==> config.mk <==
export PLATFORM = sky130hd
export DESIGN_NAME = icop_top
export DESIGN_NICKNAME = d
export VERILOG_FILES = /design/src/icop_pkg.sv /design/src/icop_match.sv /design/src/icop_top.sv
export SDC_FILE = /design/constraint.sdc
export NUM_CORES = 1
export LEC_CHECK = 0
export BUFFER_PORTS_ARGS = -buffer_cell sky130_fd_sc_hd__buf_2
export CORE_MARGIN = 4
export CORE_UTILIZATION = 50
export CTS_CLUSTER_DIAMETER = 60
export DETAILED_ROUTE_END_ITERATION = 6
export PLACE_DENSITY = 0.71
export SLEW_MARGIN = 20
export SYNTH_ARGS = -nofsm -noshare
export SYNTH_HDL_FRONTEND = slang
export SYNTH_HIERARCHICAL = 1
export SYNTH_SLANG_ARGS = --single-unit
==> constraint.sdc <==
create_clock -name hclk -period 3.7 [get_ports hclk]
set_input_delay 0 -clock hclk [delete_from_list [all_inputs] [get_ports hclk]]
set_output_delay 0 -clock hclk [all_outputs]
set_load 0.05 [all_outputs]
==> src/icop_pkg.sv <==
/*
 * Constants, layouts and state types for the identification check and
 * reset option block. Assumes a single 25 MHz clock and AHB-Lite access.
 */
// How it works
// - Seven stored ID bytes at fixed vector tops
// - Serial mode skips check if reset vector blank
// - Tool commands accepted only after full match when check required
// - Any mismatch refuses all tool commands when check required
// - CPU bus writes cannot alter stored bytes; here bus writes can while flash_prog_en is set, unless ID gate locked in serial mode or protect on outside it
// - Option settings come from byte at 0ffff
// - Bit0 zero starts watchdog after reset
// - Protect needs qualify one and protect zero
// - Bit5 zero enables monitor0 reset after reset
// - Bit7 zero enables count source protection
// - Erase leaves option byte ff, defaults apply
package icop_pkg;

  // Register indices; byte address is four times the index
  localparam logic [15:0] ICOP_IDX_ID0 = 16'hffdf;
  localparam logic [15:0] ICOP_IDX_ID1 = 16'hffe3;
  localparam logic [15:0] ICOP_IDX_ID2 = 16'hffeb;
  localparam logic [15:0] ICOP_IDX_ID3 = 16'hffef;
  localparam logic [15:0] ICOP_IDX_ID4 = 16'hfff3;
  localparam logic [15:0] ICOP_IDX_ID5 = 16'hfff7;
  localparam logic [15:0] ICOP_IDX_ID6 = 16'hfffb;
  localparam logic [15:0] ICOP_IDX_RV0 = 16'hfffc;
  localparam logic [15:0] ICOP_IDX_RV1 = 16'hfffd;
  localparam logic [15:0] ICOP_IDX_RV2 = 16'hfffe;
  localparam logic [15:0] ICOP_IDX_OPT = 16'hffff;
  localparam logic [15:0] ICOP_IDX_CTRL = 16'h0000;
  localparam logic [15:0] ICOP_IDX_STAT = 16'h0001;

  // Storage slots
  localparam int ICOP_NSLOT = 11;
  localparam logic [3:0] ICOP_SLOT_RV0 = 4'h7;
  localparam logic [3:0] ICOP_SLOT_OPT = 4'ha;
  localparam logic [3:0] ICOP_SLOT_NONE = 4'hf;
  localparam logic [7:0] ICOP_ERASED = 8'hff;
  localparam logic [23:0] ICOP_RV_BLANK = 24'hffffff;

  // Option byte fields
  localparam int ICOP_OPT_WDT = 0;
  localparam int ICOP_OPT_QUAL = 2;
  localparam int ICOP_OPT_PROT = 3;
  localparam int ICOP_OPT_VMON = 5;
  localparam int ICOP_OPT_CSP = 7;

  // Control and status fields
  localparam int ICOP_CTRL_ERASE = 0;
  localparam int ICOP_CTRL_RESTART = 1;
  localparam int ICOP_ID_COUNT = 7;

  typedef enum logic [1:0] {
    ICOP_BUS_IDLE = 2'b00,
    ICOP_BUS_WAIT = 2'b01,
    ICOP_BUS_DONE = 2'b10
  } icop_bus_t;

  typedef struct packed {
    logic [2:0] cnt;
    logic bad;
    logic done;
  } icop_match_st_t;

  typedef struct packed {
    logic [ICOP_NSLOT-1:0][7:0] mem;
    icop_bus_t bus;
    logic dp_wr;
    logic [15:0] dp_idx;
    logic [31:0] rdata;
    logic [1:0] prog_s;
    logic [1:0] ser_s;
    logic [2:0] stb_s;
    logic [2:0] cmd_s;
    logic [7:0] byte_s1;
    logic [7:0] byte_s2;
    logic restart;
    logic ack;
    logic nak;
    logic loaded;
    logic wdt_auto;
    logic prot_on;
    logic vmon_en;
    logic csp_en;
  } icop_st_t;

endpackage

==> src/icop_match.sv <==
/*
 * Compares a stream of seven tool ID bytes against the stored ID bytes.
 * Assumes byte strobes are already in the hclk domain.
 */
module icop_match
  import icop_pkg::*;
(
  input wire logic hclk,
  input wire logic hresetn,
  input wire logic ce,
  input wire logic restart,
  input wire logic byte_vld,
  input wire logic [7:0] byte_in,
  input wire logic [ICOP_ID_COUNT-1:0][7:0] stored,
  output logic id_done,
  output logic id_ok
);

  icop_match_st_t st_r;
  icop_match_st_t st_nxt;

  always_comb begin
    st_nxt = st_r;
    if (restart) begin
      st_nxt = '0;
    end else if (byte_vld && !st_r.done) begin
      if (byte_in != stored[st_r.cnt]) begin
        st_nxt.bad = 1'b1;
      end
      if (st_r.cnt == 3'(ICOP_ID_COUNT - 1)) begin
        st_nxt.done = 1'b1;
      end else begin
        st_nxt.cnt = st_r.cnt + 3'h1;
      end
    end
  end

  always_ff @(posedge hclk or negedge hresetn) begin
    if (!hresetn) begin
      st_r <= '0;
    end else if (ce) begin
      st_r <= st_nxt;
    end
  end

  assign id_done = st_r.done;
  assign id_ok = st_r.done && !st_r.bad;

  chk_mismatch_sticky: assert property (@(posedge hclk) disable iff (!hresetn)
    st_r.bad && !restart |=> st_r.bad)
    else $error("mismatch flag dropped without restart");

endmodule

==> src/icop_top.sv <==
/*
 * Flash vector area model holding the ID bytes, reset vector top bytes and
 * the reset option byte, with the tool ID gate and option decode.
 * Assumes an AHB-Lite master on hclk and tool pins from another domain.
 */
module icop_top
  import icop_pkg::*;
(
  input wire logic hclk,
  input wire logic hresetn,
  input wire logic ce,
  input wire logic hsel,
  input wire logic [17:0] haddr,
  input wire logic [1:0] htrans,
  input wire logic hwrite,
  input wire logic [2:0] hsize,
  input wire logic [31:0] hwdata,
  input wire logic hready,
  output logic [31:0] hrdata,
  output logic hreadyout,
  output logic hresp,
  input wire logic flash_prog_en,
  input wire logic serial_mode,
  input wire logic tool_byte_stb,
  input wire logic [7:0] tool_byte,
  input wire logic tool_cmd_stb,
  output logic tool_cmd_ack,
  output logic tool_cmd_nak,
  output logic wdt_auto_start,
  output logic parallel_protect_on,
  output logic volt_monitor0_reset_en,
  output logic count_source_protect_en
);

  icop_st_t st_r;
  icop_st_t st_nxt;
  logic id_done;
  logic id_ok;
  logic cmp_req;
  logic byte_vld;
  logic cmd_vld;
  logic unlocked;
  logic wr_ok;
  logic addr_ph;
  logic [3:0] dp_slot;
  logic [7:0] opt;
  logic [ICOP_ID_COUNT-1:0][7:0] ids;

  ////////////////////////////////////////////////////////////////////////////
  // Storage decode

  function automatic logic [3:0] slot_of(input logic [15:0] idx);
    case (idx)
      ICOP_IDX_ID0: slot_of = 4'h0;
      ICOP_IDX_ID1: slot_of = 4'h1;
      ICOP_IDX_ID2: slot_of = 4'h2;
      ICOP_IDX_ID3: slot_of = 4'h3;
      ICOP_IDX_ID4: slot_of = 4'h4;
      ICOP_IDX_ID5: slot_of = 4'h5;
      ICOP_IDX_ID6: slot_of = 4'h6;
      ICOP_IDX_RV0: slot_of = 4'h7;
      ICOP_IDX_RV1: slot_of = 4'h8;
      ICOP_IDX_RV2: slot_of = 4'h9;
      ICOP_IDX_OPT: slot_of = ICOP_SLOT_OPT;
      default: slot_of = ICOP_SLOT_NONE;
    endcase
  endfunction

  assign ids = st_r.mem[ICOP_ID_COUNT-1:0];
  assign opt = st_r.mem[ICOP_SLOT_OPT];
  assign dp_slot = slot_of(st_r.dp_idx);

  // Check needed only in serial mode with a programmed reset vector
  assign cmp_req = st_r.ser_s[1] &&
    ({st_r.mem[9], st_r.mem[8], st_r.mem[7]} != ICOP_RV_BLANK);
  assign unlocked = !cmp_req || id_ok;

  // Only the flash programming path may change stored bytes
  assign wr_ok = st_r.prog_s[1] &&
    (st_r.ser_s[1] ? unlocked : !st_r.prot_on);

  assign byte_vld = st_r.stb_s[1] && !st_r.stb_s[2];
  assign cmd_vld = st_r.cmd_s[1] && !st_r.cmd_s[2];
  assign addr_ph = hsel && htrans[1] && hready;

  ////////////////////////////////////////////////////////////////////////////
  // Next state

  always_comb begin
    st_nxt = st_r;
    st_nxt.restart = 1'b0;
    st_nxt.ack = 1'b0;
    st_nxt.nak = 1'b0;
    st_nxt.prog_s = {st_r.prog_s[0], flash_prog_en};
    st_nxt.ser_s = {st_r.ser_s[0], serial_mode};
    st_nxt.stb_s = {st_r.stb_s[1:0], tool_byte_stb};
    st_nxt.cmd_s = {st_r.cmd_s[1:0], tool_cmd_stb};
    st_nxt.byte_s1 = tool_byte;
    st_nxt.byte_s2 = st_r.byte_s1;

    if (cmd_vld) begin
      st_nxt.ack = unlocked;
      st_nxt.nak = !unlocked;
    end

    // Options are caught once after a hardware reset release
    if (!st_r.loaded) begin
      st_nxt.loaded = 1'b1;
      st_nxt.wdt_auto = !opt[ICOP_OPT_WDT];
      st_nxt.prot_on = opt[ICOP_OPT_QUAL] && !opt[ICOP_OPT_PROT];
      st_nxt.vmon_en = !opt[ICOP_OPT_VMON];
      st_nxt.csp_en = !opt[ICOP_OPT_CSP];
    end

    case (st_r.bus)
      ICOP_BUS_IDLE: begin
        if (addr_ph) begin
          st_nxt.bus = ICOP_BUS_WAIT;
          st_nxt.dp_wr = hwrite;
          st_nxt.dp_idx = haddr[17:2];
        end
      end
      ICOP_BUS_WAIT: begin
        st_nxt.bus = ICOP_BUS_DONE;
        st_nxt.rdata = '0;
        if (st_r.dp_wr) begin
          if (dp_slot != ICOP_SLOT_NONE && wr_ok) begin
            st_nxt.mem[dp_slot] = hwdata[7:0];
          end
          if (st_r.dp_idx == ICOP_IDX_CTRL) begin
            st_nxt.restart = hwdata[ICOP_CTRL_RESTART];
            if (hwdata[ICOP_CTRL_ERASE] && wr_ok) begin
              st_nxt.mem = {ICOP_NSLOT{ICOP_ERASED}};
            end
          end
        end else if (dp_slot != ICOP_SLOT_NONE) begin
          st_nxt.rdata = {24'h000000, st_r.mem[dp_slot]};
        end else if (st_r.dp_idx == ICOP_IDX_STAT) begin
          st_nxt.rdata = {23'h000000, st_r.loaded, st_r.csp_en, st_r.vmon_en,
            st_r.prot_on, st_r.wdt_auto, id_done && !id_ok, id_ok, cmp_req};
        end
      end
      ICOP_BUS_DONE: begin
        st_nxt.bus = ICOP_BUS_IDLE;
        if (addr_ph) begin
          st_nxt.bus = ICOP_BUS_WAIT;
          st_nxt.dp_wr = hwrite;
          st_nxt.dp_idx = haddr[17:2];
        end
      end
      default: st_nxt.bus = ICOP_BUS_IDLE;
    endcase
  end

  always_ff @(posedge hclk or negedge hresetn) begin
    if (!hresetn) begin
      st_r <= '0;
      st_r.mem <= {ICOP_NSLOT{ICOP_ERASED}};
      st_r.wdt_auto <= 1'b0;
    end else if (ce) begin
      st_r <= st_nxt;
    end
  end

  icop_match u_match (
    .hclk(hclk),
    .hresetn(hresetn),
    .ce(ce),
    .restart(st_r.restart),
    .byte_vld(byte_vld),
    .byte_in(st_r.byte_s2),
    .stored(ids),
    .id_done(id_done),
    .id_ok(id_ok)
  );

  ////////////////////////////////////////////////////////////////////////////
  // Outputs

  assign hrdata = st_r.rdata;
  assign hreadyout = (st_r.bus != ICOP_BUS_WAIT);
  assign hresp = 1'b0;
  assign tool_cmd_ack = st_r.ack;
  assign tool_cmd_nak = st_r.nak;
  assign wdt_auto_start = st_r.wdt_auto;
  assign parallel_protect_on = st_r.prot_on;
  assign volt_monitor0_reset_en = st_r.vmon_en;
  assign count_source_protect_en = st_r.csp_en;

  ////////////////////////////////////////////////////////////////////////////
  // Checks

  chk_cmd_refused: assert property (@(posedge hclk) disable iff (!hresetn)
    ce && cmd_vld && cmp_req && !id_ok |=> tool_cmd_nak && !tool_cmd_ack)
    else $error("command not refused after failed ID check");

  chk_cmd_accepted: assert property (@(posedge hclk) disable iff (!hresetn)
    ce && cmd_vld && (!cmp_req || id_ok) |=> tool_cmd_ack && !tool_cmd_nak)
    else $error("command not accepted when unlocked");

  chk_blank_skips: assert property (@(posedge hclk) disable iff (!hresetn)
    ({st_r.mem[9], st_r.mem[8], st_r.mem[7]} == ICOP_RV_BLANK) |-> !cmp_req)
    else $error("ID check required with blank reset vector");

  chk_no_cpu_write: assert property (@(posedge hclk) disable iff (!hresetn)
    ce && !st_r.prog_s[1] |=> st_r.mem == $past(st_r.mem))
    else $error("stored bytes changed outside programming");

  chk_wdt_decode: assert property (@(posedge hclk) disable iff (!hresetn)
    ce && !st_r.loaded |=> wdt_auto_start == !$past(opt[ICOP_OPT_WDT]))
    else $error("watchdog start decode wrong");

  chk_prot_decode: assert property (@(posedge hclk) disable iff (!hresetn)
    ce && !st_r.loaded |=> parallel_protect_on ==
      ($past(opt[ICOP_OPT_QUAL]) && !$past(opt[ICOP_OPT_PROT])))
    else $error("protect decode wrong");

  chk_vmon_decode: assert property (@(posedge hclk) disable iff (!hresetn)
    ce && !st_r.loaded |=> volt_monitor0_reset_en == !$past(opt[ICOP_OPT_VMON]))
    else $error("monitor start decode wrong");

  chk_csp_decode: assert property (@(posedge hclk) disable iff (!hresetn)
    ce && !st_r.loaded |=> count_source_protect_en == !$past(opt[ICOP_OPT_CSP]))
    else $error("count source decode wrong");

  chk_opt_hold: assert property (@(posedge hclk) disable iff (!hresetn)
    st_r.loaded |=> $stable(volt_monitor0_reset_en) && $stable(wdt_auto_start))
    else $error("options changed without hardware reset");

  chk_erase_ff: assert property (@(posedge hclk) disable iff (!hresetn)
    ce && st_r.bus == ICOP_BUS_WAIT && st_r.dp_wr && st_r.dp_idx == ICOP_IDX_CTRL &&
    hwdata[ICOP_CTRL_ERASE] && wr_ok |=> opt == ICOP_ERASED)
    else $error("erase did not leave option byte ff");

  chk_bus_wait: assert property (@(posedge hclk) disable iff (!hresetn)
    ce && addr_ph && st_r.bus != ICOP_BUS_WAIT |=> !hreadyout ##1 hreadyout)
    else $error("bus answer not one wait state");

  cov_cmd_ack: cover property (@(posedge hclk) disable iff (!hresetn) tool_cmd_ack);
  cov_cmd_nak: cover property (@(posedge hclk) disable iff (!hresetn) tool_cmd_nak);
  cov_erase: cover property (@(posedge hclk) disable iff (!hresetn)
    st_r.loaded && opt == ICOP_ERASED && st_r.prog_s[1]);
  cov_id_ok: cover property (@(posedge hclk) disable iff (!hresetn) cmp_req && id_ok);

endmodule

After elaboration in Yosys (flattened, before gate mapping). Cells that the tools add are included.

Register bits: 178. Latch bits: 0. RAM bits: 0. Memory bits (read-only): 0. Bits of input ports: 73. Output and inout port bits: 40. Word-level logic and storage cells: 127. Memories: 0.

Add/sub/neg operators: 1. Multipliers: 0. Divide/modulo/power cells: 0. Order comparisons: 3. Equality and inequality tests: 22. Shift-type cells: 0. Multiplexer cells: 28. Bitwise logic cells: 1. Reductions and logical operators: 40.

Operators with widths (number): 88-bit two-way mux (3); 16-bit == test (second input constant) (11); 88-bit bitwise mux (1); 32-bit two-way mux (2); 4-bit case mux with 11 select lines (1); 17-bit case mux with 2 select lines (1); 8-bit binary-select mux with 4-bit select (1); 8-bit demux with 4-bit select (1); 8-bit two-way mux (4); 8-bit binary-select mux with 3-bit select (1); 24-bit != test (second input constant) (1); 19-bit two-way mux (1); 18-bit two-way mux (1); 16-bit by 1-bit == test with 1-bit output (second input constant) (1); 16-bit zero test (1); 1-bit logical AND (13); 1-bit zero test (12); 3-bit AND reduction (4); 5-bit two-way mux (2); 8-bit != test (1); 2-bit nonzero test (4); 1-bit two-way mux (6); 2-bit != test (second input constant) (3); 2-bit case mux with 3 select lines (1); 16 further kinds (18).

Logic depth before layout (Yosys ltp).
Word-level depth: 10. Depth in mapped cells: 10. Mapped depth without buffers: 7.

By module. The synthesis kept the hierarchy.

Modules (own cells, without submodules): icop_top (instances 1, cells each 697, area an instance 7528.5 um^2, seq. area each 3838.7 um^2); icop_match (instances 1, cells each 111, area an instance 955.9 um^2, seq. area each 125.1 um^2).

Worst setup path after synthesis. No wires, ideal clock.

Kind: reg2reg. Start: register st_r, in the netlist parallel_protect_on. End: register st_r, in the netlist ids[10]. Library setup time: 0.090 ns. Arrival time: 2.206 ns. Required time: 3.610 ns. Slack: 1.403 ns. Cell stages (with the launch flop): 8. Buffers on the path: 2. Period minus slack after synthesis: 2.297 ns. Cell sequence: dfrtp_1 -> inv_1 -> o21ai_1 -> and4bb_2 -> nand2_1 -> clkbuf_1 -> clkbuf_1 -> nand2_1.

Cells in the longest elaborated chain, start to end: 7. Elaborated cells between the ends (all ways): 8. Classes of those cells: mux: 4; reduce/logical: 4.

Ends and longest elaborated chain: start, declared (line icop_top.sv:35) `icop_st_t st_r;`; start signal, assigned (line icop_top.sv:161) `st_r <= st_nxt;`; 1-bit zero test (*) (line icop_top.sv:80) `(st_r.ser_s[1] ? unlocked : !st_r.prot_on);`; 1-bit two-way mux (*) (line icop_top.sv:80); 1-bit logical AND (*) (line icop_top.sv:79) `assign wr_ok = st_r.prog_s[1] &&`; 1-bit logical AND (line icop_top.sv:127) `if (dp_slot != ICOP_SLOT_NONE && wr_ok) begin`; 88-bit two-way mux (line icop_top.sv:127); 88-bit two-way mux (line icop_top.sv:132) `if (hwdata[ICOP_CTRL_ERASE] && wr_ok) begin`; 88-bit two-way mux (*) (line icop_top.sv:130) `if (st_r.dp_idx == ICOP_IDX_CTRL) begin`.

Mark *: on every way between the ends. The rest lies on a longest branch, timed or not. A chain may end at the register's enable or synchronous reset.

Worst setup path in the final report.
Start: register st_r[163] (netlist name). End: register st_r, in the netlist opt[2].

Cells in the longest elaborated chain, start to end: 10. Elaborated cells between the ends (all ways): 11. Classes of those cells: eq/ne: 1; mux: 4; reduce/logical: 6.

Ends and longest elaborated chain: 24-bit != test (*) (line icop_top.sv:75) `({st_r.mem[9], st_r.mem[8], st_r.mem[7]} != ICOP_RV_BLANK);`; 1-bit logical AND (*) (line icop_top.sv:74) `assign cmp_req = st_r.ser_s[1] &&`; 1-bit zero test (*) (line icop_top.sv:76) `assign unlocked = !cmp_req || id_ok;`; 1-bit logical OR (*) (line icop_top.sv:76); 1-bit two-way mux (*) (line icop_top.sv:80); 1-bit logical AND (*) (line icop_top.sv:79); 1-bit logical AND (line icop_top.sv:127); 88-bit two-way mux (line icop_top.sv:127); 88-bit two-way mux (line icop_top.sv:132); 88-bit two-way mux (*) (line icop_top.sv:130).

Marked as above.

==> results.md <==
* Number of enable flip-flop cells after synthesis at 0
* Type of element capturing the critical path: flip-flop
* Launch point of the critical path: st_r[163]$_DFFE_PN1P_
* Placed Instances at 1039
* Drt drc at 0
* Peak clock frequency supported by timing at 330.4 MHz
* Total power after layout at 4.554 mW
* Register cell area after layout at 0.003964 sq mm
* Final Cell Area at 0.009649 sq mm
* Final RePlAce weighted congestion at 0.9855
* Clock sink total at 154
* Status: complete, no violations
* DRT iter0 DRCs at 735
* Synthesized area per cell at 10.50 sq um
* Seq/Total Area, Yosys at 0.4672
* Min Clock Period, post-route at 3.027 ns
* Critical path launch point type: flip-flop
* Initial antenna violation count at 0
* Worst flop-to-flop path startpoint: st_r[163]$_DFFE_PN1P_
* Number of buffers and inverters on the critical path at 0
* Routed wirelength normalized by instance count at 21.16 um
* Total of endpoints with negative setup slack in the final report at 0
* Type of the worst min-delay path: primary input to flip-flop
* Remaining antenna violation count after routing at 0
* Nets at 953
* Clock edge transition at the registers on the reported setup and hold paths at 0.07 ns
* DP Area at 0.008697 sq mm
* Antenna cells at 0
* Setup repair after global routing missed its margin: false
* Peak supply drop at 0.3239 mV
* Die Y-Extent at 138.3 um
* Slowest Stage Delay on Critical Path at 0.60 ns
* Area taken by multi-input logic gates at 0.004013 sq mm
* R2R cell count at 7
* Placement Setup Slack at 0.7509 ns
* Combined area of all synthesized cells at 0.008484 sq mm
* Placeable Area at 0.01658 sq mm
* Global routing usage summed across all routing layers at 0.2484
* Via total after detailed routing at 6717
* Number of buffers inserted during clock tree synthesis at 17
* Share of synthesized flip-flops with an asynchronous set or reset at 1.000
* Non-filler cells, final at 1111
* Unique cell type count in the Yosys netlist at 81
* Maximum clock path buffer count at 2
* Endpoint of the most critical setup path: opt[2]$_DFFE_PN1P_
* Crit. path cell count at 7
* Post-route core utilization at 0.5819
* Via count of the first global-routing pass at 6575
* Crit-path max FO at 9
* Clock latency of the later-clocked register in the worst-skew pair at 0.43 ns
* Maximum number of pins on one net before global-route repair at 107
* Global-route congestion overflow total at 0
* Most common flop cell mapped by yosys: sky130_fd_sc_hd__dfstp_2
* Layout Skew at 0.007874 ns
* Initial DRT Pass Iterations at 7
* Worst Hold Slack at 0.2316 ns
* Yosys reg bits at 154
* Slowest cell on the critical path: sky130_fd_sc_hd__and2_1
* Pwr Density at 471.9 mW/mm^2
* CTS tree: built
* Wire length after detailed routing at 23510 um
* Critical path cell sequence: nand4_1, nor4_2, a21oi_2, nor3_1, and2_1, mux2i_1, nand2_1
* Core Rows at 47
* Arrival time worst endpoint at 3.37 ns
* Ports placed on the boundary at 113
* Synth area leader: sky130_fd_sc_hd__dfstp_2
* Via-per-instance ratio at 6.046
* Deepest level of the CTS H-tree at 4
* Data required time at the worst endpoint at 4.05 ns
* Die span in x at 138.3 um
* Critical Setup Path Class: flip-flop to flip-flop
* Accumulated negative setup slack at 0 ns
* Final setup slack of the worst path at 0.6734 ns
* Die Outline Area at 0.01912 sq mm
* Cell types occupying the most area after synthesis: sky130_fd_sc_hd__dfstp_2, sky130_fd_sc_hd__dfrtp_1, sky130_fd_sc_hd__mux2i_1, sky130_fd_sc_hd__nand2_1, sky130_fd_sc_hd__mux2_2
* Endpoint of the worst register-to-register path: opt[2]$_DFFE_PN1P_
* Setup slack of the worst register-to-register path at 0.67 ns
* Wire length of the first global-routing pass at 37470 um
* Final Hold Viols at 0
* Postcts setup bufs at 0
* Final number of max-transition violations at 0
* Buffer type at the clock tree root: sky130_fd_sc_hd__clkbuf_16
* CP delay by family, top: simple AND/OR/NAND/NOR gates
* Growth of design area from synthesis to finish at 13.73%
* Number of instances in the synthesized netlist at 808
* Count of yosys warnings during synthesis at 6
* Area share of the largest cell type after synthesis at 0.2725
* Number of buffers inserted by port buffering at 57
* Layout cells sized above 1 at 0.3053
* Detailed Place HPWL at 15660 um
* LEAKAGE at 4.556 nW
* Number of filler cells placed in the layout at 1426
* Max Cap Violations at 0
* Initial Util at 0.5116
* Actual slew at the worst max-slew pin at 1.060 ns
* Tcrit/Tclk final at 0.8180
* Worst slew margin relative to its limit at 0.2928
-- per-layer routing --
layer,up-vias,global-route usage,share of wire
met4,0,0.09776,0.030
met1,3331,0.3473,0.42
met2,322,0.3787,0.46
li1,3021,-,-
met5,-,0,0
met3,43,0.05559,0.083
-- sequential cells by signal (all words and copies together) (netlist names), 4 cells and up --
name          flops
opt               8
u_match/st_r      4
ids              56
hrdata            8
st_nxt           14
st_r             57
-- worst reg2reg max path, delay by kind of cell (launching register included) --
kind               cells  cell delay, ns
and+or+nand+nor        5            1.84
DFF                    1            0.57
muxes                  1            0.28
AOI/OAI and AO/OA      1            0.26
-- power breakdown --
group / leakage, nW / switching (mW) / internal, mW / total (mW)
logic: 2.58 / 0.542 / 0.400 / 0.942
clock network: 0.273 / 0.761 / 0.892 / 1.65
registers: 1.70 / 0.156 / 1.80 / 1.96
total: 4.56 / 1.46 / 3.09 / 4.55
-- how the worst min path moves through the flow --
stage | from | endpoint | slack [ns] | cells past startpoint
final | hsel | st_r[69]$_DFFE_PN0P_ | 0.23 | 5
after global routing | hsel | st_r[69]$_DFFE_PN0P_ | 0.28 | 5
after CTS | hsel | st_r[69]$_DFFE_PN0P_ | 0.21 | 5
after detailed placement | hresetn | st_r[73]$_DFFE_PN0P_ | 0.20 | 1
after global placement | hresetn | st_r[78]$_DFFE_PN0P_ | 0.19 | 1
after floorplan | hresetn | count_source_protect_en$_DFFE_PN0P_ | -0.30 | 0
-- timing repair --
item	4_1_cts	5_1_grt
hold buffers	40	0
gates resized for setup	0	0
hold endpoints to repair	116	0
-- cells by family after synthesis --
family                     Yosys count  share of synthesized area
adders and majority gates            2                   0.002949
DFF                                154                     0.4672
other                                1                  0.0004420
AOI/OAI and AO/OA                  162                     0.1400
and+or+nand+nor                    272                     0.1711
xor gates and xnor gates             1                   0.001032
muxes                              119                     0.1463
buffers and inverters               97                    0.07108
-- Yosys cell counts (3+ instances only) --
cell	count
sky130_fd_sc_hd__mux2_2	40
sky130_fd_sc_hd__buf_2	8
sky130_fd_sc_hd__nor3_2	3
sky130_fd_sc_hd__o22ai_1	10
sky130_fd_sc_hd__nand4_1	14
sky130_fd_sc_hd__buf_4	38
sky130_fd_sc_hd__a21o_1	4
sky130_fd_sc_hd__a21oi_1	23
sky130_fd_sc_hd__buf_6	7
sky130_fd_sc_hd__o21a_1	3
sky130_fd_sc_hd__o21ai_0	19
sky130_fd_sc_hd__and4_1	3
sky130_fd_sc_hd__dfstp_2	88
sky130_fd_sc_hd__and2_1	4
sky130_fd_sc_hd__nor2_1	35
sky130_fd_sc_hd__nor3_1	5
sky130_fd_sc_hd__nand2b_1	6
sky130_fd_sc_hd__mux2i_1	79
sky130_fd_sc_hd__o22a_1	21
sky130_fd_sc_hd__nor2b_1	4
sky130_fd_sc_hd__a222oi_1	4
sky130_fd_sc_hd__a21oi_2	3
sky130_fd_sc_hd__inv_1	13
sky130_fd_sc_hd__and3_1	11
sky130_fd_sc_hd__nand2b_2	5
sky130_fd_sc_hd__nor4_1	4
sky130_fd_sc_hd__nand3_4	4
sky130_fd_sc_hd__or2_2	3
sky130_fd_sc_hd__a221oi_1	5
sky130_fd_sc_hd__buf_1	4
sky130_fd_sc_hd__clkbuf_1	24
sky130_fd_sc_hd__a221o_1	3
sky130_fd_sc_hd__dfrtp_1	66
sky130_fd_sc_hd__nand2_1	122
sky130_fd_sc_hd__nand3b_1	6
sky130_fd_sc_hd__a22o_1	5
sky130_fd_sc_hd__o221ai_1	10
sky130_fd_sc_hd__o21ai_1	11
sky130_fd_sc_hd__a32oi_1	3
sky130_fd_sc_hd__a22oi_1	17
sky130_fd_sc_hd__nand3_1	20
-- final cells by class --
class / instances / area share
clock inverters: 14 / 0.01167
flip-flops and latches: 154 / 0.4108
multi-input cells: 581 / 0.4158
well taps: 220 / 0.02853
repair buffers: 111 / 0.08260
clock buffers: 18 / 0.04551
inverters: 13 / 0.005057
-- layout by cell type (no fill, tap or decap), types with 5 or more instances in the layout --
cell / netlist / layout
sky130_fd_sc_hd__o22a_1: 21 / 21
sky130_fd_sc_hd__a22o_1: 5 / 5
sky130_fd_sc_hd__dfstp_2: 88 / 88
sky130_fd_sc_hd__buf_2: 8 / 56
sky130_fd_sc_hd__o21ai_1: 11 / 11
sky130_fd_sc_hd__conb_1: 1 / 25
sky130_fd_sc_hd__o22ai_1: 10 / 10
sky130_fd_sc_hd__nand2_1: 122 / 121
sky130_fd_sc_hd__and3_1: 11 / 11
sky130_fd_sc_hd__inv_1: 13 / 13
sky130_fd_sc_hd__o21ai_0: 19 / 19
sky130_fd_sc_hd__nor2_1: 35 / 34
sky130_fd_sc_hd__a21oi_1: 23 / 23
sky130_fd_sc_hd__a221oi_1: 5 / 5
sky130_fd_sc_hd__nor3_1: 5 / 5
sky130_fd_sc_hd__nand2b_1: 6 / 6
sky130_fd_sc_hd__clkbuf_16: 0 / 17
sky130_fd_sc_hd__mux2i_1: 79 / 79
sky130_fd_sc_hd__nand2b_2: 5 / 5
sky130_fd_sc_hd__nand4_1: 14 / 14
sky130_fd_sc_hd__a22oi_1: 17 / 17
sky130_fd_sc_hd__nand3b_1: 6 / 6
sky130_fd_sc_hd__buf_4: 38 / 14
sky130_fd_sc_hd__dfrtp_1: 66 / 66
sky130_fd_sc_hd__nand3_1: 20 / 20
sky130_fd_sc_hd__dlygate4sd3_1: 0 / 40
sky130_fd_sc_hd__mux2_2: 40 / 40
sky130_fd_sc_hd__o221ai_1: 10 / 10
Note: power is estimated with default switching activity, not from simulation.
